## src/common/adcsq_pkg.sv

```systemverilog
package adcsq_pkg;

  // ****************************************************************
  // Timing
  // ****************************************************************
  localparam int PCLK_HZ         = 10_000_000;
  // Slowest legal conversion clock; one of its periods covers every legal setting.
  localparam int CONV_CLK_MIN_HZ = 2_000_000;
  localparam int CONV_CLK_MAX_HZ = 25_000_000;
  localparam int PHI_DIV_CYC     = (PCLK_HZ + CONV_CLK_MIN_HZ - 1) / CONV_CLK_MIN_HZ;
  localparam logic [2:0] PHI_DIV_LAST  = 3'(PHI_DIV_CYC - 1);
  // Two ticks of the divider always span one whole conversion-clock period.
  localparam logic [3:0] WAIT_TICKS    = 4'h2;
  // Read data crosses two synchroniser stages plus one cycle of settling.
  localparam logic [3:0] READ_WAIT_CYC = 4'h3;

  // ****************************************************************
  // Own register map, APB byte addresses
  // ****************************************************************
  localparam logic [11:0] OFS_CTRL   = 12'h000;
  localparam logic [11:0] OFS_CFG    = 12'h004;
  localparam logic [11:0] OFS_STATUS = 12'h008;
  localparam logic [11:0] OFS_RESULT = 12'h00C;
  localparam logic [11:0] OFS_ISTAT  = 12'h010;
  localparam logic [11:0] OFS_IMASK  = 12'h014;

  localparam int CTRL_START_BIT = 0;
  localparam int CTRL_ABORT_BIT = 1;
  localparam int CTRL_STOP_BIT  = 2;
  localparam int IRQ_W          = 3;
  localparam int IRQ_DONE_BIT   = 0;
  localparam int IRQ_ABORT_BIT  = 1;
  localparam int IRQ_REFUSE_BIT = 2;
  localparam int CFG_W          = 11;

  // ****************************************************************
  // Device register port
  // ****************************************************************
  localparam int DEV_DATA_W = 8;
  localparam logic [2:0] DEV_CTL1   = 3'h0;
  localparam logic [2:0] DEV_CTL2   = 3'h1;
  localparam logic [2:0] DEV_CTL3   = 3'h2;
  localparam logic [2:0] DEV_CLKSRC = 3'h3;
  localparam logic [2:0] DEV_ASSIST = 3'h4;
  localparam logic [2:0] DEV_IRQCTL = 3'h5;
  localparam logic [2:0] DEV_RESULT = 3'h6;

  localparam int CH_LSB      = 0;
  localparam int MODE_LSB    = 3;
  localparam int GO_BIT      = 6;
  localparam int SWEEP_LSB   = 0;
  localparam int STBY_BIT    = 5;
  localparam int CLKSRC_BIT  = 0;
  localparam int ASSIST_LSB  = 0;
  localparam int IRQFLAG_BIT = 3;
  localparam logic [7:0] CTL3_VALUE = 8'h00;
  localparam logic [2:0] KEY_FIRST_CH = 3'h4;

  typedef struct packed {
    logic       sel;
    logic       wr;
    logic [2:0] addr;
    logic [7:0] wdata;
  } adcsq_dev_req_t;

  typedef struct packed {
    logic       key_use;
    logic       clk_src;
    logic [1:0] assist;
    logic [1:0] mode;
    logic [1:0] sweep;
    logic [2:0] chan;
  } adcsq_cfg_t;

  typedef enum logic [3:0] {
    ST_IDLE        = 4'h0,
    ST_WR_CLK      = 4'h1,
    ST_WR_CTL3     = 4'h2,
    ST_WR_CTL2     = 4'h3,
    ST_WAIT_STBY   = 4'h4,
    ST_WR_ASSIST   = 4'h5,
    ST_WAIT_ASSIST = 4'h6,
    ST_WR_CTL1     = 4'h7,
    ST_WR_GO       = 4'h8,
    ST_POLL_RD     = 4'h9,
    ST_POLL_WAIT   = 4'hA,
    ST_CLR_FLAG    = 4'hB,
    ST_RES_RD      = 4'hC,
    ST_RES_WAIT    = 4'hD,
    ST_ABORT       = 4'hE,
    ST_STOP_STBY   = 4'hF
  } adcsq_state_t;

endpackage

```

## src/adcsq_ctrl.sv

```systemverilog
`timescale 1ns/1ps
// Overview of operation
// Converter control registers are written only while no conversion runs, go bit excepted.
// The standby-release bit is cleared only after the conversion has stopped.
// After standby release, at least one conversion-clock cycle passes before a start.
// Every mode change is followed by a fresh channel or sweep-group selection.
// Clearing the go bit mid-conversion abandons it and leaves results undefined.
// After a software abort no result register is used.
// Assist field is changed, one conversion-clock cycle passes, then go is set.
// Completion is seen on the interrupt request flag, which is then cleared by software.
// The go bit may read back zero shortly after being written, so it is not polled.
// The clock-source bit is written first, and the other registers after it.
// The conversion clock lies between 2 MHz and a supply-dependent ceiling of 25, 16 or 10 MHz.
// Key-capable inputs are never selected while the key interrupt is in use.
// In one-shot mode the device clears the go bit itself at completion.
module adcsq_ctrl (
  input  wire logic                       pclk,      // System clock, 10 MHz.
  input  wire logic                       presetn,   // Asynchronous reset, active low.
  input  wire logic                       psel,      // APB select.
  input  wire logic                       penable,   // APB enable.
  input  wire logic                       pwrite,    // APB direction.
  input  wire logic [11:0]                paddr,     // APB byte address.
  input  wire logic [31:0]                pwdata,    // APB write data.
  output logic      [31:0]                prdata,    // APB read data.
  output logic                            pready,    // APB ready.
  output logic                            pslverr,   // APB error on unmapped address.
  output logic                            irq,       // Level interrupt.
  output adcsq_pkg::adcsq_dev_req_t       dev_req,   // Device register request.
  input  wire logic [7:0]                 dev_rdata  // Device register read data.
);

  // ****************************************************************
  // Declarations
  // ****************************************************************
  adcsq_pkg::adcsq_state_t   state_q, state_d;
  adcsq_pkg::adcsq_cfg_t     cfg_q;
  adcsq_pkg::adcsq_dev_req_t req_d;
  logic [31:0] prdata_q;
  logic        slverr_q;
  logic [2:0]  istat_q, imask_q;
  logic [7:0]  result_q, rd_sync;
  logic        res_valid_q, conv_active_q;
  logic [3:0]  cnt_q;
  logic        tick, wr_acc, start_cmd, abort_cmd, stop_cmd, key_bad;
  logic        tick_wait, read_wait, wait_done, flag_seen, refuse;

  // Builds the first control register image from configuration and go.
  function automatic logic [7:0] ctl1_image(adcsq_pkg::adcsq_cfg_t c, logic go);
    logic [7:0] v;
    v = 8'h00;
    v[adcsq_pkg::CH_LSB +: 3]   = c.chan;
    v[adcsq_pkg::MODE_LSB +: 2] = c.mode;
    v[adcsq_pkg::GO_BIT]        = go;
    return v;
  endfunction

  // ****************************************************************
  // APB slave
  // ****************************************************************
  assign wr_acc    = psel && penable && pwrite;
  assign pready    = psel && penable;
  assign pslverr   = pready && slverr_q;
  assign prdata    = prdata_q;
  assign start_cmd = wr_acc && paddr == adcsq_pkg::OFS_CTRL && pwdata[adcsq_pkg::CTRL_START_BIT];
  assign abort_cmd = wr_acc && paddr == adcsq_pkg::OFS_CTRL && pwdata[adcsq_pkg::CTRL_ABORT_BIT];
  assign stop_cmd  = wr_acc && paddr == adcsq_pkg::OFS_CTRL && pwdata[adcsq_pkg::CTRL_STOP_BIT];

  // Read data and error are captured in the setup cycle, so the slave never waits.
  always_ff @(posedge pclk or negedge presetn) begin
    if (!presetn) begin
      prdata_q <= 32'h0000_0000;
      slverr_q <= 1'b0;
    end else if (psel && !penable) begin
      prdata_q <= 32'h0000_0000;
      slverr_q <= 1'b0;
      unique case (paddr)
        adcsq_pkg::OFS_CTRL:   prdata_q <= 32'h0000_0000;
        adcsq_pkg::OFS_CFG:    prdata_q <= 32'(cfg_q);
        adcsq_pkg::OFS_STATUS: prdata_q <= {25'h0, state_q, res_valid_q, conv_active_q,
                                             state_q != adcsq_pkg::ST_IDLE};
        adcsq_pkg::OFS_RESULT: prdata_q <= {24'h0, result_q};
        adcsq_pkg::OFS_ISTAT:  prdata_q <= {29'h0, istat_q};
        adcsq_pkg::OFS_IMASK:  prdata_q <= {29'h0, imask_q};
        default:               slverr_q <= 1'b1;
      endcase
    end
  end

  // Configuration and mask registers.
  always_ff @(posedge pclk or negedge presetn) begin
    if (!presetn) begin
      cfg_q   <= '0;
      imask_q <= 3'h0;
    end else if (wr_acc && paddr == adcsq_pkg::OFS_CFG) begin
      cfg_q <= pwdata[adcsq_pkg::CFG_W-1:0];
    end else if (wr_acc && paddr == adcsq_pkg::OFS_IMASK) begin
      imask_q <= pwdata[adcsq_pkg::IRQ_W-1:0];
    end
  end

  // ****************************************************************
  // Interrupts
  // ****************************************************************
  // Key-capable input while the key interrupt is in use.
  assign key_bad = cfg_q.key_use && cfg_q.chan >= adcsq_pkg::KEY_FIRST_CH;
  assign refuse  = start_cmd && (state_q != adcsq_pkg::ST_IDLE || key_bad);

  // Sticky events; a new event in the clearing cycle survives the clear.
  always_ff @(posedge pclk or negedge presetn) begin
    if (!presetn) begin
      istat_q <= 3'h0;
    end else begin
      istat_q <= (istat_q & ~((wr_acc && paddr == adcsq_pkg::OFS_ISTAT) ?
                              pwdata[adcsq_pkg::IRQ_W-1:0] : 3'h0))
               | {refuse, state_q == adcsq_pkg::ST_ABORT,
                  state_q == adcsq_pkg::ST_RES_WAIT && wait_done};
    end
  end

  assign irq = |(istat_q & imask_q);

  // ****************************************************************
  // Timing helpers
  // ****************************************************************
  assign tick_wait = state_q == adcsq_pkg::ST_WAIT_STBY || state_q == adcsq_pkg::ST_WAIT_ASSIST;
  assign read_wait = state_q == adcsq_pkg::ST_POLL_WAIT || state_q == adcsq_pkg::ST_RES_WAIT;
  assign wait_done = tick_wait ? cnt_q >= adcsq_pkg::WAIT_TICKS
                               : cnt_q >= adcsq_pkg::READ_WAIT_CYC;

  // slowest clock
  adcsq_tick_div u_div (
    .pclk    (pclk),
    .presetn (presetn),
    .run     (tick_wait),
    .tick    (tick)
  );

  adcsq_sync u_sync (
    .pclk    (pclk),
    .presetn (presetn),
    .din     (dev_rdata),
    .dout    (rd_sync)
  );

  // Wait counter counts divider ticks or plain cycles and restarts on each state change.
  always_ff @(posedge pclk or negedge presetn) begin
    if (!presetn) begin
      cnt_q <= 4'h0;
    end else if (state_d != state_q) begin
      cnt_q <= 4'h0;
    end else if ((tick_wait && tick) || (read_wait && !wait_done)) begin
      cnt_q <= cnt_q + 4'h1;
    end
  end

  // completion flag
  assign flag_seen = state_q == adcsq_pkg::ST_POLL_WAIT && wait_done
                     && rd_sync[adcsq_pkg::IRQFLAG_BIT] && !abort_cmd;

  // ****************************************************************
  // Sequencer
  // ****************************************************************
  // Fixed order: clock source, third, second, settle, assist, settle, first, go.
  always_comb begin
    state_d = state_q;
    unique case (state_q)
      adcsq_pkg::ST_IDLE: begin
        // refuse key pins
        if (start_cmd && !key_bad) begin
          state_d = adcsq_pkg::ST_WR_CLK;
        end else if (stop_cmd) begin
          state_d = adcsq_pkg::ST_STOP_STBY;
        end
      end
      // clock first
      adcsq_pkg::ST_WR_CLK:      state_d = adcsq_pkg::ST_WR_CTL3;
      adcsq_pkg::ST_WR_CTL3:     state_d = adcsq_pkg::ST_WR_CTL2;
      adcsq_pkg::ST_WR_CTL2:     state_d = adcsq_pkg::ST_WAIT_STBY;
      adcsq_pkg::ST_WAIT_STBY: begin
        // standby settle
        if (wait_done) begin
          state_d = adcsq_pkg::ST_WR_ASSIST;
        end
      end
      adcsq_pkg::ST_WR_ASSIST:   state_d = adcsq_pkg::ST_WAIT_ASSIST;
      adcsq_pkg::ST_WAIT_ASSIST: begin
        // assist settle
        if (wait_done) begin
          state_d = adcsq_pkg::ST_WR_CTL1;
        end
      end
      adcsq_pkg::ST_WR_CTL1:     state_d = adcsq_pkg::ST_WR_GO;
      adcsq_pkg::ST_WR_GO:       state_d = adcsq_pkg::ST_POLL_RD;
      adcsq_pkg::ST_POLL_RD: begin
        state_d = abort_cmd ? adcsq_pkg::ST_ABORT : adcsq_pkg::ST_POLL_WAIT;
      end
      adcsq_pkg::ST_POLL_WAIT: begin
        // poll flag only
        if (abort_cmd) begin
          state_d = adcsq_pkg::ST_ABORT;
        end else if (flag_seen) begin
          state_d = adcsq_pkg::ST_CLR_FLAG;
        end else if (wait_done) begin
          state_d = adcsq_pkg::ST_POLL_RD;
        end
      end
      adcsq_pkg::ST_CLR_FLAG:    state_d = adcsq_pkg::ST_RES_RD;
      adcsq_pkg::ST_RES_RD:      state_d = adcsq_pkg::ST_RES_WAIT;
      adcsq_pkg::ST_RES_WAIT: begin
        if (wait_done) begin
          state_d = adcsq_pkg::ST_IDLE;
        end
      end
      adcsq_pkg::ST_ABORT:       state_d = adcsq_pkg::ST_IDLE;
      adcsq_pkg::ST_STOP_STBY:   state_d = adcsq_pkg::ST_IDLE;
    endcase
  end

  // State register.
  always_ff @(posedge pclk or negedge presetn) begin
    if (!presetn) begin
      state_q <= adcsq_pkg::ST_IDLE;
    end else begin
      state_q <= state_d;
    end
  end

  // ****************************************************************
  // Device register port
  // ****************************************************************
  // Request image per state; registered so the pins never glitch.
  always_comb begin
    req_d = '0;
    unique case (state_q)
      adcsq_pkg::ST_WR_CLK: begin
        req_d.sel = 1'b1;
        req_d.wr  = 1'b1;
        req_d.addr = adcsq_pkg::DEV_CLKSRC;
        req_d.wdata[adcsq_pkg::CLKSRC_BIT] = cfg_q.clk_src;
      end
      adcsq_pkg::ST_WR_CTL3: begin
        req_d.sel = 1'b1;
        req_d.wr  = 1'b1;
        req_d.addr = adcsq_pkg::DEV_CTL3;
        req_d.wdata = adcsq_pkg::CTL3_VALUE;
      end
      adcsq_pkg::ST_WR_CTL2: begin
        // sweep reselect
        req_d.sel = 1'b1;
        req_d.wr  = 1'b1;
        req_d.addr = adcsq_pkg::DEV_CTL2;
        req_d.wdata[adcsq_pkg::SWEEP_LSB +: 2] = cfg_q.sweep;
        req_d.wdata[adcsq_pkg::STBY_BIT] = 1'b1;
      end
      adcsq_pkg::ST_WR_ASSIST: begin
        req_d.sel = 1'b1;
        req_d.wr  = 1'b1;
        req_d.addr = adcsq_pkg::DEV_ASSIST;
        req_d.wdata[adcsq_pkg::ASSIST_LSB +: 2] = cfg_q.assist;
      end
      adcsq_pkg::ST_WR_CTL1, adcsq_pkg::ST_WR_GO: begin
        // channel reselect
        req_d.sel = 1'b1;
        req_d.wr  = 1'b1;
        req_d.addr = adcsq_pkg::DEV_CTL1;
        req_d.wdata = ctl1_image(cfg_q, state_q == adcsq_pkg::ST_WR_GO);
      end
      adcsq_pkg::ST_POLL_RD, adcsq_pkg::ST_POLL_WAIT: begin
        req_d.sel = 1'b1;
        req_d.addr = adcsq_pkg::DEV_IRQCTL;
      end
      adcsq_pkg::ST_CLR_FLAG: begin
        // clear flag
        req_d.sel = 1'b1;
        req_d.wr  = 1'b1;
        req_d.addr = adcsq_pkg::DEV_IRQCTL;
      end
      adcsq_pkg::ST_RES_RD, adcsq_pkg::ST_RES_WAIT: begin
        req_d.sel = 1'b1;
        req_d.addr = adcsq_pkg::DEV_RESULT;
      end
      adcsq_pkg::ST_ABORT: begin
        // go cleared
        req_d.sel = 1'b1;
        req_d.wr  = 1'b1;
        req_d.addr = adcsq_pkg::DEV_CTL1;
        req_d.wdata = ctl1_image(cfg_q, 1'b0);
      end
      adcsq_pkg::ST_STOP_STBY: begin
        // stopped first
        req_d.sel = 1'b1;
        req_d.wr  = 1'b1;
        req_d.addr = adcsq_pkg::DEV_CTL2;
        req_d.wdata[adcsq_pkg::SWEEP_LSB +: 2] = cfg_q.sweep;
      end
      default: req_d = '0;
    endcase
  end

  always_ff @(posedge pclk or negedge presetn) begin
    if (!presetn) begin
      dev_req <= '0;
    end else begin
      dev_req <= req_d;
    end
  end

  // conversion tracking
  always_ff @(posedge pclk or negedge presetn) begin
    if (!presetn) begin
      conv_active_q <= 1'b0;
    end else if (state_q == adcsq_pkg::ST_WR_GO) begin
      conv_active_q <= 1'b1;
    end else if (state_q == adcsq_pkg::ST_ABORT || flag_seen) begin
      conv_active_q <= 1'b0;
    end
  end

  // result discarded
  always_ff @(posedge pclk or negedge presetn) begin
    if (!presetn) begin
      result_q    <= 8'h00;
      res_valid_q <= 1'b0;
    end else if (state_q == adcsq_pkg::ST_WR_CLK || state_q == adcsq_pkg::ST_ABORT) begin
      res_valid_q <= 1'b0;
    end else if (state_q == adcsq_pkg::ST_RES_WAIT && wait_done) begin
      result_q    <= rd_sync;
      res_valid_q <= 1'b1;
    end
  end

  // ****************************************************************
  // Assertions
  // ****************************************************************
  AST_CLK_FIRST: assert property (@(posedge pclk) disable iff (!presetn)
    dev_req.sel && dev_req.wr && dev_req.addr == adcsq_pkg::DEV_CTL3
      |-> $past(dev_req.addr) == adcsq_pkg::DEV_CLKSRC && $past(dev_req.wr))
    else $error("Third control written before the clock source.");

  AST_STBY_SETTLE: assert property (@(posedge pclk) disable iff (!presetn)
    $rose(state_q == adcsq_pkg::ST_WAIT_STBY) |-> (state_q == adcsq_pkg::ST_WAIT_STBY)[*5])
    else $error("Standby settle shorter than one conversion-clock period.");

  AST_ASSIST_SETTLE: assert property (@(posedge pclk) disable iff (!presetn)
    $rose(state_q == adcsq_pkg::ST_WAIT_ASSIST)
      |-> (state_q == adcsq_pkg::ST_WAIT_ASSIST)[*8] ##1 (state_q == adcsq_pkg::ST_WAIT_ASSIST)[*3]
      ##1 state_q == adcsq_pkg::ST_WR_CTL1)
    else $error("Go set too soon after the assist change.");

  AST_GO_AFTER_CH: assert property (@(posedge pclk) disable iff (!presetn)
    dev_req.wr && dev_req.wdata[adcsq_pkg::GO_BIT] && dev_req.addr == adcsq_pkg::DEV_CTL1
      |-> $past(dev_req.addr) == adcsq_pkg::DEV_CTL1 && !$past(dev_req.wdata[adcsq_pkg::GO_BIT]))
    else $error("Go set without a fresh channel selection.");

  AST_NO_CFG_BUSY: assert property (@(posedge pclk) disable iff (!presetn)
    dev_req.sel && dev_req.wr && conv_active_q |-> dev_req.addr == adcsq_pkg::DEV_CTL1)
    else $error("Control register written during a conversion.");

  AST_STBY_OFF: assert property (@(posedge pclk) disable iff (!presetn)
    dev_req.sel && dev_req.wr && dev_req.addr == adcsq_pkg::DEV_CTL2
      && !dev_req.wdata[adcsq_pkg::STBY_BIT] |-> !conv_active_q)
    else $error("Standby cleared while converting.");

  AST_FLAG_CLEAR: assert property (@(posedge pclk) disable iff (!presetn)
    flag_seen |-> ##2 dev_req.sel && dev_req.wr && dev_req.addr == adcsq_pkg::DEV_IRQCTL
      && !dev_req.wdata[adcsq_pkg::IRQFLAG_BIT])
    else $error("Completion flag not cleared two cycles after detection.");

  AST_ABORT_NORES: assert property (@(posedge pclk) disable iff (!presetn)
    state_q == adcsq_pkg::ST_ABORT |=> !res_valid_q && state_q == adcsq_pkg::ST_IDLE)
    else $error("Result kept valid after an abort.");

  AST_KEY_REFUSE: assert property (@(posedge pclk) disable iff (!presetn)
    state_q == adcsq_pkg::ST_IDLE && start_cmd && key_bad |=> state_q == adcsq_pkg::ST_IDLE
      ##1 istat_q[adcsq_pkg::IRQ_REFUSE_BIT])
    else $error("Start accepted on a key-capable input.");

endmodule

```

## src/adcsq_tick_div.sv

```systemverilog
`timescale 1ns/1ps
module adcsq_tick_div (
  input  wire logic pclk,    // System clock.
  input  wire logic presetn, // Asynchronous reset, active low.
  input  wire logic run,     // Counts while high, restarts when low.
  output logic      tick     // One-cycle pulse per conversion-clock period.
);

  logic [2:0] cnt_q;

  // Counter restarts on every idle cycle so each wait starts from a clean phase.
  always_ff @(posedge pclk or negedge presetn) begin
    if (!presetn) begin
      cnt_q <= 3'h0;
    end else if (!run || cnt_q == adcsq_pkg::PHI_DIV_LAST) begin
      cnt_q <= 3'h0;
    end else begin
      cnt_q <= cnt_q + 3'h1;
    end
  end

  assign tick = run && (cnt_q == adcsq_pkg::PHI_DIV_LAST);

endmodule

```

## src/adcsq_sync.sv

```systemverilog
`timescale 1ns/1ps
module adcsq_sync (
  input  wire logic       pclk,    // System clock.
  input  wire logic       presetn, // Asynchronous reset, active low.
  input  wire logic [7:0] din,     // Asynchronous input bus.
  output logic      [7:0] dout     // Synchronised copy.
);

  logic [7:0] meta_q;

  // Two stages; the first is read by the second only.
  always_ff @(posedge pclk or negedge presetn) begin
    if (!presetn) begin
      meta_q <= 8'h00;
      dout   <= 8'h00;
    end else begin
      meta_q <= din;
      dout   <= meta_q;
    end
  end

endmodule

```

## config.mk

```make
export PLATFORM = sky130hd
export DESIGN_NAME = adcsq_ctrl
export DESIGN_NICKNAME = d
export VERILOG_FILES = /design/src/common/adcsq_pkg.sv /design/src/adcsq_ctrl.sv /design/src/adcsq_tick_div.sv /design/src/adcsq_sync.sv
export SDC_FILE = /design/constraint.sdc
export NUM_CORES = 1
export LEC_CHECK = 0
export ABC_AREA = 0
export BUFFER_PORTS_ARGS = -buffer_cell sky130_fd_sc_hd__clkbuf_2
export CAP_MARGIN = 20
export CORE_MARGIN = 8
export CORE_UTILIZATION = 35
export DETAILED_ROUTE_END_ITERATION = 10
export PLACE_DENSITY_LB_ADDON = 0.1
export SLEW_MARGIN = 5
export SYNTH_ARGS = -nofsm -noshare
export SYNTH_HDL_FRONTEND = slang
export SYNTH_SLANG_ARGS = --single-unit
```

## constraint.sdc

```tcl
create_clock -name pclk -period 5.25 [get_ports pclk]
set_clock_uncertainty 0.2 [all_clocks]
set_input_delay 0.7875 -clock pclk [delete_from_list [all_inputs] [get_ports pclk]]
set_output_delay 0.7875 -clock pclk [all_outputs]
set_load 0.005 [all_outputs]
```

==> out/qor.txt <==
final std cells w/o fill: 554
WS Path Type: in2reg
Routed Antenna Nets: 0
Critical Path End Type: flip-flop
cts bufs inserted: 9
setup_tns: 0 ns
Slew Limit Fails: 0
Area growth syn-to-layout: 13.6%
GP Congestion: 0.766
post-synth top area share: 0.511
sequential power share: 0.485
Netlist Area Pre-Place: 3820 um^2
initial antenna violation count: 0
Cell Int Power: 1.02 mW
Max Cap Viol: 0
r2r endpoint: cnt_q[2]
f_max: 335 MHz
first-pass GRT wire length: 14.9 mm
I/O pins: 105
Sw Pwr: 518 uW
Initial DRC Count: 116
final worst path period share: 0.568
Slew HR: 0.368
drc violations: 0
Cell Pwr Density: 354 nW/um^2
top-count cell post-synth: dfrtp_1
combinational power share: 0.235
sw frac: 0.337
CP required: 5.27 ns
critical path peak fanout: 15
Synth Warn #: 0
RSZ-0062 raised after global routing: false
share of layout cells above drive strength 1: 0.287
WL final: 9.08 mm
Die Footprint: 14500 um^2
Post-Syn Instances: 355
Synth Flop Type: dfrtp_1
total gr overflow: 0
Post-CTS Setup Bufs: 0
setup slack, reg-to-reg: 2.67 ns
PostCTS Resize Cnt: 0
Post-synth EDFFs: 0
clock root buffer: clkbuf_8
hpwl dp: 6.50 mm
DP Cell Count: 538
#FFs+latches synth: 78
sequential cell area: 1950 um^2
ant diodes: 0
number of global-route vias before repair: 2812
via count: 2736
Port Buffers: 61
Hold Path Class: in2async
Total GRT Usage: 0.129
final critical-path required period: 2.98 ns
clock-pin slew on the worst setup and hold paths: 0.09 ns
Synth area leaders: dfrtp_1 51%, mux2_2 5.9%, buf_4 4.3%, mux2_4 3.9%, a21oi_1 3.3%
Post-synth top cells: 78 x dfrtp_1, 27 x nand2_1, 25 x a21oi_1
largest net degree at the start of global routing: 79
crit start category: input pin
Worst Path Arrival: 3.00 ns
endpoints failing hold: 0
post-DR wirelength/cell: 16.4 um
via-per-instance ratio: 4.94
largest area contributor in the netlist: dfrtp_1
Max VDD drop: 133 uV
Hold Buf Count CTS: 0
final setup margin: 2.27 ns
Post-Syn Area per Cell: 10.7 um^2
status: finished, final reports clean
CTS tree: built
# H-tree levels: 3
core area: 10700 um^2
synth unique cells: 54
post-synthesis sequential area ratio: 0.511
cell row count: 38
Die H: 120 um
R2R cell count: 5
Setup-failing EPs final: 0
FILL cells: 1110
LEAKAGE: 2.08 nW
Clock Path Buffers: 2
DRT Pass-1 Iters: 4
worst skew pair latency: 0.34 ns
dpl ws: 1.86 ns
multi-input logic area: 1650 um^2
fraction of registers with async set/reset: 1.00
chip width: 120 um
Worst R2R Start: state_q[3]
# clock sinks: 78
Final #Nets: 471
Tightest Pin Transition: 0.940 ns
Clk network pwr share: 0.280
Initial Util: 0.355
==> state kept, by name, summed over array words and instances (netlist names) <==
name,count
cfg_q,11
state_q,4
u_sync.dout,8
istat_q,3
res_valid_q,1
result_q,8
conv_active_q,1
u_div.cnt_q,3
imask_q,3
cnt_q,4
prdata,11
slverr_q,1
dev_req,12
u_sync.meta_q,8
==> metal layers <==
metal,vias to the layer above,GRT usage,part of all wire
li1,1325,-,-
met5,-,0,0
met2,62,0.196,0.47
met4,0,0.0515,0.013
met3,10,0.0280,0.045
met1,1339,0.175,0.47
==> area by class of cell <==
type / instances / area share
Timing Repair Buffer: 63 / 0.0791
Inverter: 9 / 0.00779
Clock inverter: 4 / 0.0113
Multi-Input combinational cell: 249 / 0.381
Tap cell: 140 / 0.0404
Clock buffer: 11 / 0.0303
Sequential cell: 78 / 0.450
==> placed cells by master, fill, tap and decap left out, drive strengths merged, types with 3 or more instances in the layout <==
cell type  count
dfrtp         78
or3            4
nand2b         7
a22oi          8
nand2         27
nand3         12
clkbuf        71
nor4b          3
nand4          4
a21boi         3
and2           5
or4            3
o21ai         20
nor3          14
conb          22
nor2          16
a211oi         3
mux2          30
and3           7
ha             4
clkinv         3
a31oi          3
buf            3
a21oi         25
inv            9
==> power groups by stage <==
stage | Combinational (mW) | Clock, mW | Sequential, mW
final | 0.361 | 0.431 | 0.745
after CTS | 0.362 | 0.450 | 0.742
after global placement | 0.359 | 0 | 0.751
after global routing | 0.419 | 0.474 | 0.758
after floorplan | 0.315 | 0 | 0.690
after detailed placement | 0.359 | 0 | 0.754
==> critical path, cell delays in order <==
cell and delay (ns):
clkbuf_2 0.23, or3_1 0.44, nor4_2 0.79, nand4_1 0.21, a22oi_1 0.43, nor4b_1 0.11
==> stage by stage <==
step                      hold slack (ns)  cell area (um^2)   util  power, mW
after global placement              0.132              4130  0.384       1.11
after global routing                0.131              4340  0.403       1.65
after floorplan                     0.131              3890      -       1.01
final                               0.128              4340  0.403       1.54
after detailed placement            0.135              4130  0.384       1.11
after CTS                           0.153              4310  0.401       1.55
==> how the worst max path moves through the flow <==
stage / start / to / slack (ns) / cells after the start
after floorplan: paddr[0] / cfg_q[0] / 2.19 / 7
after global placement: paddr[2] / cnt_q[1] / 1.88 / 6
after detailed placement: paddr[2] / cnt_q[1] / 1.86 / 6
after CTS: paddr[2] / cnt_q[1] / 2.25 / 6
after global routing: paddr[2] / cnt_q[1] / 1.98 / 6
final: paddr[2] / cnt_q[1] / 2.27 / 6
==> kinds of logic (layout without fill, tap and decap cells) <==
| kind of cell | Yosys count | after routing | synth area share |
|---|---|---|---|
| buf+inv | 49 | 87 | 0.0764 |
| fa+ha+maj | 4 | 4 | 0.0131 |
| flops | 78 | 78 | 0.511 |
| xor+xnor | 4 | 4 | 0.00918 |
| compound gates | 77 | 77 | 0.126 |
| other cells | 1 | 22 | 0.000983 |
| simple gates | 111 | 111 | 0.162 |
| mux | 31 | 31 | 0.101 |
No activity file was read; power rests on OpenSTA's default activity.
